File: src/verilog/gige_cfg_pkg.sv
// Purpose: constants shared by the gigabit controller register bank
// Assumes: byte addresses on the register port, 32-bit data lanes
// Notes:   offsets are the byte addresses the host uses directly
package gige_cfg_pkg;
  // register byte addresses
  localparam logic [7:0] ADDR_LINK_STATUS  = 8'h6C;
  localparam logic [7:0] ADDR_RX_MAX_SIZE  = 8'hDA;
  localparam logic [7:0] ADDR_EXT_COMMAND  = 8'hE0;
  localparam logic [7:0] ADDR_RX_RING_LO   = 8'hE4;
  localparam logic [7:0] ADDR_RX_RING_HI   = 8'hE8;
  localparam logic [7:0] ADDR_TX_MAX_SIZE  = 8'hEC;

  // access width code carried beside each write
  localparam logic [1:0] SIZE_BYTE  = 2'h0;
  localparam logic [1:0] SIZE_WORD  = 2'h1;
  localparam logic [1:0] SIZE_DWORD = 2'h2;

  // link status bit positions
  localparam int LS_TX_PAUSE   = 6;
  localparam int LS_RX_PAUSE   = 5;
  localparam int LS_GIG_FULL   = 4;
  localparam int LS_SPEED_100  = 3;
  localparam int LS_SPEED_10   = 2;
  localparam int LS_LINK_UP    = 1;
  localparam int LS_DUPLEX     = 0;

  // extended command bit positions
  localparam int EC_ENDIAN     = 9;
  localparam int EC_TAG_STRIP  = 6;
  localparam int EC_CSUM       = 5;
  localparam int EC_DUAL_ADDR  = 4;
  localparam int EC_MULTI_XFER = 3;

  // media interface kinds
  localparam logic [1:0] MEDIA_GMII = 2'h0;
  localparam logic [1:0] MEDIA_MII  = 2'h1;
  localparam logic [1:0] MEDIA_TBI  = 2'h2;

  // values after reset
  localparam logic [13:0] RST_RX_MAX_SIZE = 14'h0000;
  localparam logic [5:0]  RST_TX_MAX_SIZE = 6'h00;
  localparam logic [7:0]  RST_LINK_STATUS = 8'h00;

  // size limits and thresholds
  localparam logic [13:0] RX_LONG_LIMIT   = 14'h1FFF;  // 8191 bytes
  localparam logic [5:0]  TX_JUMBO_THRESH = 6'h3B;
  localparam logic [19:0] TX_JUMBO_LIMIT  = 20'h01D10; // 7440 bytes
  localparam int          RING_ALIGN_BITS = 8;          // 256-byte grain
  localparam logic [2:0]  BURST_UNLIMITED = 3'h7;

  // timing: refresh strictly inside the 300 us window
  localparam int LINK_REFRESH_NS  = 300000;
  localparam int CLK_PERIOD_NS    = 4;
  localparam int LINK_REFRESH_CYC = LINK_REFRESH_NS / CLK_PERIOD_NS - 1;
endpackage : gige_cfg_pkg

File: src/verilog/gige_mac_config_status_regs.sv
// Purpose: configuration and status registers of a gigabit controller
// Assumes: one clock, inputs synchronous, host port never waits
// Notes:   read data appear exactly one cycle after the read strobe
`timescale 1ns/1ps

module gige_mac_config_status_regs #(
  parameter int REFRESH_CYCLES = gige_cfg_pkg::LINK_REFRESH_CYC,
  parameter int TX_UNIT_BYTES  = 128  // 32 on the smaller variant
) (
  input  wire logic        CLK,            // 250 MHz bus clock
  input  wire logic        SYS_RST,        // sync reset, active high
  // host register port
  input  wire logic [7:0]  ADDR,           // byte address
  input  wire logic [31:0] WDATA,          // write data, low lanes first
  input  wire logic [1:0]  WSIZE,          // width of this write
  input  wire logic        WR,             // write strobe
  input  wire logic        RD,             // read strobe
  output logic      [31:0] RDATA,          // read data, cycle after RD
  // live media state from the phy side
  input  wire logic [1:0]  MEDIA_MODE,     // gmii, mii or tbi
  input  wire logic        PHY_LINK,       // link established
  input  wire logic        PHY_FULL,       // full duplex
  input  wire logic        PHY_GIG,        // running at 1000
  input  wire logic        PHY_HUNDRED,    // running at 100
  input  wire logic        PHY_TEN,        // running at 10
  input  wire logic        PHY_TX_PAUSE,   // tx pause negotiated
  input  wire logic        PHY_RX_PAUSE,   // rx pause negotiated
  // dma burst settings held elsewhere
  input  wire logic [2:0]  TX_BURST_CFG,   // programmed tx burst
  input  wire logic [2:0]  RX_BURST_CFG,   // programmed rx burst
  // received packet report
  input  wire logic        RX_DONE,        // one-cycle end of packet
  input  wire logic [13:0] RX_LEN,         // packet length in bytes
  input  wire logic        RX_CRC_ERR,     // crc check failed
  // transmit length check
  input  wire logic        TX_REQ,         // one-cycle length query
  input  wire logic [13:0] TX_LEN,         // length incl. crc
  // control outputs
  output logic             RX_ENABLE,      // rx size nonzero
  output logic             TAG_STRIP_EN,   // strip vlan tags
  output logic             CSUM_EN,        // rx checksum offload
  output logic             DUAL_ADDR_RX,   // 64-bit cycles for ring
  output logic             BIG_ENDIAN,     // descriptor byte order
  output logic [2:0]       TX_BURST,       // effective tx burst
  output logic [2:0]       RX_BURST,       // effective rx burst
  output logic [63:0]      RING_BASE,      // aligned ring base
  output logic             RX_STAT_VALID,  // descriptor flags valid
  output logic             RX_WDOG_FLAG,   // watchdog-timeout flag
  output logic             RX_ERR_FLAG,    // error-summary flag
  output logic             RX_GOOD,        // packet judged good
  output logic             TX_ANS_VALID,   // length answer valid
  output logic             TX_ALLOW        // length within limit
);

  // the whole register state of the block
  typedef struct packed {
    logic [31:0] rdata;       // read answer
    logic [7:0]  link_status; // sampled media state
    logic [16:0] refresh_cnt; // cycles to next sample
    logic [13:0] rx_max;      // rx maximum size
    logic        endian;      // command bit 9
    logic        tag_strip;   // command bit 6
    logic        csum;        // command bit 5
    logic        dual_addr;   // command bit 4
    logic        multi_xfer;  // command bit 3
    logic [55:0] ring_base;   // base above the alignment bits
    logic [5:0]  tx_max;      // tx maximum size code
    logic        rx_enable;   // derived
    logic        dual_rx;     // derived
    logic [2:0]  tx_burst;    // derived
    logic [2:0]  rx_burst;    // derived
    logic        rx_valid;    // rx report
    logic        rx_wdog;     // rx report
    logic        rx_err;      // rx report
    logic        rx_good;     // rx report
    logic        tx_valid;    // tx answer
    logic        tx_allow;    // tx answer
    logic [17:0] since_sample; // cycles since last sample
  } state_t;

  state_t cur;              // registered state
  state_t next_cur;         // value for next edge
  logic [15:0] ext_view;    // command register as read
  logic [7:0]  link_sample; // fresh media picture
  logic [19:0] tx_limit;    // byte limit for tx
  logic        refresh;     // sample pulse

  // read image of the command register, reserved bits zero
  always_comb begin
    ext_view = 16'h0000;
    ext_view[gige_cfg_pkg::EC_ENDIAN]     = cur.endian;
    ext_view[gige_cfg_pkg::EC_TAG_STRIP]  = cur.tag_strip;
    ext_view[gige_cfg_pkg::EC_CSUM]       = cur.csum;
    ext_view[gige_cfg_pkg::EC_DUAL_ADDR]  = cur.dual_addr;
    ext_view[gige_cfg_pkg::EC_MULTI_XFER] = cur.multi_xfer;
  end

  // media picture; speed bits only mean something per interface
  always_comb begin
    link_sample = 8'h00;
    link_sample[gige_cfg_pkg::LS_TX_PAUSE] = PHY_TX_PAUSE;
    link_sample[gige_cfg_pkg::LS_RX_PAUSE] = PHY_RX_PAUSE;
    link_sample[gige_cfg_pkg::LS_GIG_FULL] =
      (MEDIA_MODE == gige_cfg_pkg::MEDIA_GMII) &
      PHY_GIG & PHY_FULL;
    link_sample[gige_cfg_pkg::LS_SPEED_100] =
      (MEDIA_MODE != gige_cfg_pkg::MEDIA_TBI) & PHY_HUNDRED;
    link_sample[gige_cfg_pkg::LS_SPEED_10] =
      (MEDIA_MODE != gige_cfg_pkg::MEDIA_TBI) & PHY_TEN;
    link_sample[gige_cfg_pkg::LS_LINK_UP] = PHY_LINK;
    link_sample[gige_cfg_pkg::LS_DUPLEX]  = PHY_FULL;
  end

  // tx limit: unit count, clamped to the jumbo ceiling above 0x3B
  // below the threshold no cap applies; a slow bus may then underrun
  // on long frames, a risk the driver has to weigh
  always_comb begin
    tx_limit = 20'(cur.tx_max) * 20'(TX_UNIT_BYTES);
    if (cur.tx_max > gige_cfg_pkg::TX_JUMBO_THRESH &&
        tx_limit > gige_cfg_pkg::TX_JUMBO_LIMIT) begin
      tx_limit = gige_cfg_pkg::TX_JUMBO_LIMIT;
    end
  end

  assign refresh = (cur.refresh_cnt == 17'h00000);

  // next state of every register
  always_comb begin
    next_cur = cur;
    // periodic status refresh; the counter reloads on each sample
    // the age counter only feeds the refresh check below
    if (refresh) begin
      next_cur.link_status = link_sample;
      next_cur.refresh_cnt = 17'(REFRESH_CYCLES - 1);
      next_cur.since_sample = 18'h00000;
    end else begin
      next_cur.refresh_cnt = cur.refresh_cnt - 17'h00001;
      next_cur.since_sample = cur.since_sample + 18'h00001;
    end

    // host writes; link status has no write path at all
    if (WR) begin
      case (ADDR)
        gige_cfg_pkg::ADDR_RX_MAX_SIZE: begin
          // full 14-bit range accepted, up to 16383
          if (WSIZE != gige_cfg_pkg::SIZE_BYTE) begin
            next_cur.rx_max = WDATA[13:0];
          end else begin
            next_cur.rx_max[7:0] = WDATA[7:0];
          end
        end
        gige_cfg_pkg::ADDR_EXT_COMMAND: begin
          // byte writes dropped so half a command never lands
          if (WSIZE == gige_cfg_pkg::SIZE_WORD) begin
            next_cur.endian     = WDATA[gige_cfg_pkg::EC_ENDIAN];
            next_cur.tag_strip  = WDATA[gige_cfg_pkg::EC_TAG_STRIP];
            next_cur.csum       = WDATA[gige_cfg_pkg::EC_CSUM];
            next_cur.dual_addr  = WDATA[gige_cfg_pkg::EC_DUAL_ADDR];
            next_cur.multi_xfer = WDATA[gige_cfg_pkg::EC_MULTI_XFER];
          end
        end
        gige_cfg_pkg::ADDR_RX_RING_LO: begin
          // alignment bits are not stored and read back zero
          next_cur.ring_base[23:0] = WDATA[31:8];
        end
        gige_cfg_pkg::ADDR_RX_RING_HI: begin
          next_cur.ring_base[55:24] = WDATA;
        end
        gige_cfg_pkg::ADDR_TX_MAX_SIZE: begin
          next_cur.tx_max = WDATA[5:0];
        end
        default: begin
          // unmapped or read-only: nothing changes
          next_cur.rx_max = cur.rx_max;
        end
      endcase
    end

    // read answer, valid only in the cycle after the strobe
    // a zero default keeps stale data off the bus between reads
    next_cur.rdata = 32'h00000000;
    if (RD) begin
      case (ADDR)
        gige_cfg_pkg::ADDR_LINK_STATUS:
          next_cur.rdata = {24'h000000, cur.link_status};
        gige_cfg_pkg::ADDR_RX_MAX_SIZE:
          next_cur.rdata = {18'h00000, cur.rx_max};
        gige_cfg_pkg::ADDR_EXT_COMMAND:
          next_cur.rdata = {16'h0000, ext_view};
        gige_cfg_pkg::ADDR_RX_RING_LO:
          next_cur.rdata = {cur.ring_base[23:0], 8'h00};
        gige_cfg_pkg::ADDR_RX_RING_HI:
          next_cur.rdata = cur.ring_base[55:24];
        gige_cfg_pkg::ADDR_TX_MAX_SIZE:
          next_cur.rdata = {26'h0000000, cur.tx_max};
        default:
          next_cur.rdata = 32'h00000000;
      endcase
    end

    // derived controls, refreshed every cycle
    // they trail the registers by one cycle, too short for software
    next_cur.rx_enable = (cur.rx_max != 14'h0000);
    next_cur.dual_rx   = cur.dual_addr &
                         (cur.ring_base[55:24] != 32'h00000000);
    // multi transfer mode makes programmed burst sizes moot
    next_cur.tx_burst  = cur.multi_xfer ?
                         gige_cfg_pkg::BURST_UNLIMITED : TX_BURST_CFG;
    next_cur.rx_burst  = cur.multi_xfer ?
                         gige_cfg_pkg::BURST_UNLIMITED : RX_BURST_CFG;

    // receive status flags for the packet just finished
    next_cur.rx_valid = RX_DONE;
    next_cur.rx_wdog  = 1'b0;
    next_cur.rx_err   = 1'b0;
    next_cur.rx_good  = 1'b0;
    if (RX_DONE) begin
      if (cur.rx_max > gige_cfg_pkg::RX_LONG_LIMIT &&
          RX_LEN > gige_cfg_pkg::RX_LONG_LIMIT) begin
        next_cur.rx_wdog = 1'b1;
        next_cur.rx_err  = 1'b1;
      end
      if (RX_CRC_ERR) begin
        next_cur.rx_err = 1'b1;
      end
      // flags above do not spoil a long packet with good crc
      next_cur.rx_good = ~RX_CRC_ERR & (RX_LEN <= cur.rx_max) &
                         cur.rx_enable;
    end

    // transmit length answer; below 0x3B the unit limit stands
    next_cur.tx_valid = TX_REQ;
    next_cur.tx_allow = TX_REQ & (cur.tx_max != 6'h00) &
                        (20'(TX_LEN) <= tx_limit);
  end

  // state register
  always_ff @(posedge CLK) begin
    if (SYS_RST) begin
      cur             <= '0;
      cur.link_status <= gige_cfg_pkg::RST_LINK_STATUS;
      cur.rx_max      <= gige_cfg_pkg::RST_RX_MAX_SIZE;
      cur.tx_max      <= gige_cfg_pkg::RST_TX_MAX_SIZE;
      cur.dual_addr   <= 1'b0;
    end else begin
      cur <= next_cur;
    end
  end

  // outputs straight from the state register
  assign RDATA         = cur.rdata;
  assign RX_ENABLE     = cur.rx_enable;
  assign TAG_STRIP_EN  = cur.tag_strip;
  assign CSUM_EN       = cur.csum;
  assign DUAL_ADDR_RX  = cur.dual_rx;
  assign BIG_ENDIAN    = cur.endian;
  assign TX_BURST      = cur.tx_burst;
  assign RX_BURST      = cur.rx_burst;
  assign RING_BASE     = {cur.ring_base, 8'h00};
  assign RX_STAT_VALID = cur.rx_valid;
  assign RX_WDOG_FLAG  = cur.rx_wdog;
  assign RX_ERR_FLAG   = cur.rx_err;
  assign RX_GOOD       = cur.rx_good;
  assign TX_ANS_VALID  = cur.tx_valid;
  assign TX_ALLOW      = cur.tx_allow;
endmodule : gige_mac_config_status_regs

File: config.mk
export PLATFORM = sky130hd
export DESIGN_NAME = gige_mac_config_status_regs
export DESIGN_NICKNAME = d
export VERILOG_FILES = /design/src/verilog/gige_cfg_pkg.sv /design/src/verilog/gige_mac_config_status_regs.sv
export SDC_FILE = /design/constraint.sdc
export NUM_CORES = 1
export LEC_CHECK = 0
export ABC_AREA = 1
export BUFFER_PORTS_ARGS = -buffer_cell sky130_fd_sc_hd__buf_2
export CORE_MARGIN = 2
export CORE_UTILIZATION = 49
export CTS_BUF_LIST = sky130_fd_sc_hd__clkbuf_8
export CTS_CLUSTER_DIAMETER = 50
export CTS_CLUSTER_SIZE = 10
export DETAILED_ROUTE_END_ITERATION = 8
export PLACE_DENSITY = 0.78
export SLEW_MARGIN = 20
export SYNTH_ARGS = -nofsm -noshare
export SYNTH_HDL_FRONTEND = slang
export SYNTH_SLANG_ARGS = --single-unit
export TNS_END_PERCENT = 100
File: constraint.sdc
create_clock -name CLK -period 1.6 [get_ports CLK]
set_input_delay 0.08 -clock CLK [delete_from_list [all_inputs] [get_ports CLK]]
set_output_delay 0.08 -clock CLK [all_outputs]
set_load 0.01 [all_outputs]
==> qor.csv, run 1 <==
stage;metric;value;unit
status;status;finished with violations;
status;violated checks;negative setup slack;
critical_path;critical path arrival;2.06;ns
critical_path;worst reg-to-reg setup slack;-0.11;ns
critical_path;Worst path slowest cell;dfxtp_1;
critical_path;Worst R2R End;TX_ALLOW;
min_path;hold crit path type;in2reg;
drt;iteration count of the initial detailed-routing pass;7;
yosys;adder-cell share of the synthesized area;3.71;%
drt;post-route ant nets;0;
finish;layout cell share with drive strength beyond 1;27.7;%
critical_path;critical path required time;1.95;ns
sta;Peak Freq;586;MHz
yosys;Cell Area, Synth;7430;um^2
clock_network;Worst-path clk slew;0.08;ns
clock_network;TritonCTS Buffers;17;
finish;fin util;61.9;%
yosys;synth warn;0;
sta;Setup violations, final;1;
yosys;sequential share of the synthesized area;40.7;%
finish;Non-Filler Instances;1366;
min_path;worst hold stages;5;
placed_design;Final GP Congestion;0.916;
grt;Congestion Overflow GR;0;
grt;vias in the first global route;6561;
drt;wire length per cell;15.5;um
floorplan;# rows;44;
flow_run;Max Cap Viol;0;
drt;drt drc;0;
clock_network;clock root cell;clkbuf_8;
yosys;register bit total from synthesis;151;
sta;Pins Over Slew Limit;0;
power;Tot Pwr;8850;uW
yosys;asr flop ratio synth;0;%
critical_path;Worst Path Max Fanout;3;
floorplan;CORE AREA;14600;um^2
yosys;top-count cell post-synth;nand2_1;
yosys;largest family of logic cells by synthesized area;simple AND/OR/NAND/NOR gates;
critical_path;Worst path max stage delay;0.35;ns
drt;final WL;21.1;mm
yosys;top cell type's share of synthesized area;40.7;%
grt;initial antenna violation count;0;
floorplan;# IOs;205;
floorplan;die area;16200;um^2
yosys;Distinct cells, synth;42;
placed_design;DP Wirelength;15.0;mm
floorplan;Die Y;127;um
drt;vias;7001;
finish;sequential cell area;3030;um^2
floorplan;Die W;127;um
critical_path;Worst setup startpoint;cur[36];
sta;unrepaired setup endpoints after global routing;true;
min_path;Worst Min Path Start;MEDIA_MODE[0];
finish;Fillers;1255;
yosys;synth top area cells;dfxtp_1 (41%), buf_4 (11%), nand2_1 (9.7%);
critical_path;worst path cell trace;inv_2 > nor4_4 > nor2_1 > ha_1 > nand2_1 > nor2_2 > nand2_1 > nand2_1 > nand2_1 > nand2_1 > a21oi_2;
power;Leak;0.00407;uW
grt;largest net degree at the start of global routing;81;
drt;vias per cell;5.13;
critical_path;crit path capture type;register;
yosys;mux cell area share after synthesis;0;%
sta;setup_tns;-0.107;ns
placed_design;PortBufs;196;
finish;Multi-input gate area;3230;um^2
critical_path;worst reg2reg path depth;11;
yosys;Synth Area in Compound Gates;11.6;%
finish;Area growth, synth to finish;22.1;%
clock_network;CTS tree;yes;
drt;initial DRC count;644;
clock_network;Max Root-Sink Buffers;2;
critical_path;Crit path top cell by count;nand2_1;
critical_path;RR Startpoint;cur[36];
finish;ANT cells;0;
sta;PnR worst setup slack;-0.107;ns
sta;final setup skew;0.0130;ns
yosys;Post-Synth XOR/XNOR Area;0.943;%
clock_network;H-Tree Depth;4;
clock_network;clock latency on the worst-skew pair;0.47;ns
yosys;top post-synthesis cells by count;nand2_1 (191), dfxtp_1 (151), buf_4 (111);
sta;final hold violation count;0;
placed_design;pre-CTS worst setup slack;-0.0558;ns
yosys;ys flop type;dfxtp_1;
grt;first-pass GRT wire length;32.4;mm
yosys;Syn Area/Cell;7.49;um^2
yosys;Post-synth EDFFs;0;
placed_design;dpl cells;1276;
sta;fin crit share;107;%
yosys;cell taking the most area after synthesis;dfxtp_1;
power;maximum vdd drop;0.000978;V
floorplan;Initial Utilization;50.7;%
grt;GRT Overall Usage;25.5;%
power;Pwr Density;976;nW/um^2
finish;nets;1283;
yosys;Synth Instances;991;
min_path;Hold Path End;cur[133];
critical_path;Critical Path Start Type;register;
critical_path;crit path kind;reg2reg;
clock_network;CTS sink cnt;151;
yosys;simple-gate share of the synthesized area;25.6;%
sta;min Tclk post-route;1.71;ns
-- where the power goes --
group,switching [uW],internal (uW)
combinational,1080,778
clock,1460,1410
sequential,157,3970
-- kinds of logic after synthesis --
logic type,after synthesis
DFF,151
buffers and inverters,221
AOI/OAI and AO/OA,163
xor gates and xnor gates,8
other,1
adders and majority gates,22
and+or+nand+nor,425
-- how the worst max path moves through the flow --
| stage | to | depth (start not counted) |
|---|---|---|
| global placement | TX_ALLOW | 12 |
| finish | TX_ALLOW | 11 |
| floorplan | TX_ALLOW | 14 |
| global route | TX_ALLOW | 14 |
| detailed placement | TX_ALLOW | 12 |
| CTS | TX_ALLOW | 12 |
-- layout make-up --
| cell class | instances | share of cell area, % |
|---|---|---|
| Multi-Input combinational cell | 626 | 35.6 |
| Sequential cell | 151 | 33.4 |
| Timing Repair Buffer | 289 | 20.8 |
| Inverter | 84 | 3.49 |
| Clock buffer | 18 | 2.73 |
| Tap cell | 184 | 2.54 |
| Clock inverter | 14 | 1.52 |
-- critical path, delay by kind of cell (launching register included) --
family                   cells  cell delay, ns
flip-flops                   1            0.35
AND/OR/NAND/NOR              8            0.88
adder cells (fa/ha/maj)      1            0.27
buffers and inverters        1            0.06
AO/OA/AOI/OAI                1            0.05
-- through the flow --
step                hold WS [ns]  instance area, um^2
floorplan                  0.196                 7470
global placement           0.281                 8040
detailed placement         0.287                 8040
CTS                      0.00561                 9000
global route              0.0442                 9070
finish                    0.0272                 9070
-- registers in the layout, summed over array words and instances (netlist names) --
register,count
BIG_ENDIAN,1
CSUM_EN,1
DUAL_ADDR_RX,1
RDATA,32
RING_BASE,56
RX_BURST,3
RX_ENABLE,1
RX_ERR_FLAG,1
RX_GOOD,1
RX_STAT_VALID,1
RX_WDOG_FLAG,1
TAG_STRIP_EN,1
TX_ALLOW,1
TX_ANS_VALID,1
TX_BURST,3
cur,46
-- per-layer routing --
metal | share of wire [%] | global-route usage (%) | vias up
li1 | - | - | 3446
met3 | 8.4 | 8.17 | 51
met4 | 3.0 | 10.1 | 0
met2 | 47 | 41.3 | 291
met1 | 42 | 31.5 | 3213
met5 | 0 | 0 | -
-- cells in the final DEF, fill, tap and decap left out, drive strengths merged --
master,Yosys,layout
a21oi,116,116
a31oi,1,1
and3,1,1
buf,122,232
bufinv,0,2
clkbuf,15,18
clkinv,1,6
clkinvlp,0,4
conb,1,8
dfxtp,151,151
dlygate4sd3,0,57
ha,22,22
inv,83,86
nand2,208,208
nand3,74,74
nand3b,1,1
nand4,13,13
nor2,109,109
nor3,9,9
nor3b,2,2
nor4,6,6
o21a,1,1
o21ai,41,41
o21bai,1,1
o22ai,2,2
o31ai,1,1
or2,2,2
xor2,8,8
-- timing repair --
item / 4_1_cts / 5_1_grt
pin swaps: 2 / 4
gates resized for setup: 3 / 16
endpoints found under the setup margin: 2 / 9
gates cloned: 0 / 0
endpoints found under the hold margin: 99 / 0
hold buffers: 57 / 0
setup buffers: 1 / 0
Note: power is estimated with default switching activity, not from simulation.
==> inputs of run 2 (changes only) <==
==> constraint.sdc (replaced) <==
create_clock -name CLK -period 1.5 [get_ports CLK]
set_input_delay 0.075 -clock CLK [delete_from_list [all_inputs] [get_ports CLK]]
set_output_delay 0.075 -clock CLK [all_outputs]
set_load 0.01 [all_outputs]
==> run 2 against run 1 <==
The flow still finishes with violations (negative setup slack). Sequential cell count unchanged. Critical path depth up 1. Final cell count up 1.3%. Global-route usage up 0.64 points. Worst hold slack better by 0.060 ns. Largest cell class unchanged. Clock power up 18%. Sequential power up 6.3%. Sequential share of layout area down 0.64 points. Clock skew up 0.0025 ns. Combinational power up 15%. Register-to-register slack worse by 0.07 ns. Critical path type unchanged. Setup slack worse by 0.065 ns.
==> qor.csv, run 2 (synthesis gave the netlist of run 1 again) <==
stage;metric;value;unit;change
critical_path;worst reg2reg path depth;12;;+1
power;clock network power share;34.1;%;+1.7 points
clock_network;CTS tree;yes;;
critical_path;crit path to;TX_ALLOW;;
drt;vias;7054;;+0.76%
clock_network;clock latency on the worst-skew pair;0.47;ns;about the same
sta;fin crit share;112;%;+4.8 points
floorplan;Die Y;127;um;unchanged
critical_path;worst reg-to-reg setup slack;-0.17;ns;-0.07 ns
sta;setup_tns;-0.173;ns;-0.0654 ns
sta;Setup violations, final;1;;unchanged
finish;fin util;63.1;%;+1.2 points
critical_path;Worst setup startpoint;cur[35];;
clock_network;H-Tree Depth;4;;unchanged
critical_path;Crit path top cell by count;nand2_1;;
drt;post-route ant nets;0;;unchanged
clock_network;Max Root-Sink Buffers;2;;unchanged
floorplan;# IOs;205;;unchanged
clock_network;Worst-path clk slew;0.09;ns;about the same
drt;wire length per cell;15.5;um;+0.39%
sta;Peak Freq;598;MHz;+2.1%
floorplan;die area;16200;um^2;unchanged
power;Sw Ratio;30.0;%;-0.54 points
power;Gate power share;21.5;%;+0.5 points
floorplan;Initial Utilization;50.7;%;unchanged
power;Pwr Density;1070;nW/um^2;+9.7%
placed_design;Final GP Congestion;0.933;;+1.8%
critical_path;Worst path depth;12;;+1
sta;final setup skew;0.0155;ns;+0.00250 ns
power;Psw;2970;uW;+9.9%
power;maximum vdd drop;0.00131;V;+34%
sta;unrepaired setup endpoints after global routing;true;;
critical_path;crit path capture type;register;;
floorplan;# rows;44;;unchanged
drt;drt drc;0;;unchanged
critical_path;Worst path slowest cell;dfxtp_2;;
flow_run;Max Cap Viol;0;;unchanged
placed_design;DP Wirelength;15.1;mm;+0.31%
grt;GRT Overall Usage;26.1;%;+0.64 points
status;violated checks;negative setup slack;;
min_path;hold crit path type;in2reg;;
finish;nets;1301;;+1.4%
power;Leak;0.00417;uW;+2.5%
grt;first-pass GRT wire length;33.2;mm;+2.4%
grt;largest net degree at the start of global routing;81;;unchanged
grt;vias in the first global route;6581;;+0.30%
placed_design;PortBufs;196;;unchanged
finish;most frequent cells in the layout;buf_2 (196), nand2_1 (189), dfxtp_1 (148), a21oi_1 (104), nor2_1 (99);;
drt;initial DRC count;713;;+11%
grt;Congestion Overflow GR;0;;unchanged
grt;initial antenna violation count;0;;unchanged
placed_design;dpl cells;1292;;+1.3%
finish;Area growth, synth to finish;24.5;%;
drt;iteration count of the initial detailed-routing pass;6;;-1
power;sequential power share;44.4;%;-2.2 points
critical_path;RR Startpoint;cur[35];;
critical_path;worst path cell trace;inv_2 > nor4_4 > inv_1 > nand2_2 > ha_4 > a21oi_1 > nand2_1 > nand2_1 > nand2_1 > nand2_1 > nand2_1 > a21oi_2;;
sta;Pins Over Slew Limit;0;;unchanged
clock_network;TritonCTS Buffers;17;;unchanged
status;status;finished with violations;;
sta;final hold violation count;0;;unchanged
critical_path;Worst path max stage delay;0.35;ns;about the same
finish;commonest non-fill, non-tap cell in the layout;buf_2;;
drt;final WL;21.5;mm;+1.7%
finish;layout cell share with drive strength beyond 1;29.0;%;+1.3 points
critical_path;crit path kind;reg2reg;;
critical_path;Worst Path Max Fanout;3;;unchanged
critical_path;Worst R2R End;TX_ALLOW;;
finish;Final Cell Area;9250;um^2;+2.0%
power;Internal;6940;uW;+13%
finish;max reg flops;56;;unchanged
clock_network;clock root cell;clkbuf_8;;
placed_design;placed cell area;8150;um^2;+1.4%
floorplan;CORE AREA;14600;um^2;unchanged
critical_path;critical path arrival;2.07;ns;about the same
sta;min Tclk post-route;1.67;ns;-0.0346 ns
critical_path;Critical Path Start Type;register;;
critical_path;Top delay family on crit path;simple AND/OR/NAND/NOR gates;;
finish;Non-Filler Instances;1384;;+1.3%
sta;PnR worst setup slack;-0.173;ns;-0.0654 ns
critical_path;critical path required time;1.90;ns;-0.05 ns
power;Tot Pwr;9910;uW;+12%
clock_network;CTS sink cnt;151;;unchanged
floorplan;Die W;127;um;unchanged
drt;vias per cell;5.10;;-0.55%
min_path;worst hold stages;5;;unchanged
critical_path;CP bufs+invs;2;;+1
run 2: changes by cell type in the layout (fill, tap and decap cells not counted), moves of 2 or more:
cell / delta
nor2_2: +2
buf_4: +16
dlygate4sd3_1: +2
inv_1: -2
clkinvlp_4: -4
inv_6: +3
run 2: final cells by class:
cell class	count	area, um^2
inverter	84	317
timing repair buffer	307	2020
multi-input combinational	626	3230
clock inverter	12	168
tap	184	230
fill	1266	5400
antenna	1	2.50
clock buffer	19	262
sequential	151	3030
run 2: metrics by stage:
step                      setup slack, ns  hold WS (ns)
after floorplan                   -0.0414         0.191
after global placement             -0.106         0.276
after detailed placement           -0.132         0.285
after CTS                          -0.142        0.0652
after global routing               -0.279         0.105
final                              -0.173        0.0873
run 2: how the worst min path moves through the flow:
stage	from	end
finish	WSIZE[1]	cur[107]
global route	ADDR[6]	RDATA[6]
CTS	WSIZE[1]	cur[110]
detailed placement	TX_BURST_CFG[2]	TX_BURST[2]
global placement	TX_BURST_CFG[1]	TX_BURST[1]
floorplan	RX_BURST_CFG[0]	RX_BURST[0]
run 2: power by group through the flow:
stage	Sequential (uW)	Combinational, uW	Clock [uW]
after CTS	4390	2020	3420
final	4390	2130	3380
after floorplan	4440	1230	0
after global placement	4470	1810	0
after detailed placement	4480	1870	0
after global routing	4420	2390	3590
run 2: repair_timing:
item                                   4_1_cts  5_1_grt
gates resized for setup                      1       17
hold buffers                                59        0
setup endpoints to repair                   13       22
endpoints found under the hold margin      100        0
pin swaps                                    1        5
gates cloned                                 0        0
setup buffers                                1        0
run 2: tightest hold or removal path: stages:
cell and delay, ns:
buf_2 0.10, nor2_1 0.08, nor2_1 0.10, nand3_1 0.09
a21oi_1 0.06
run 2: per-layer routing:
metal  part of all wire, %  global-route usage [%]  vias up
met5                     0                       0        -
met2                    48                    42.1      302
li1                      -                       -     3487
met3                   8.2                    6.66       48
met1                    42                    33.3     3217
met4                   2.6                    11.2        0
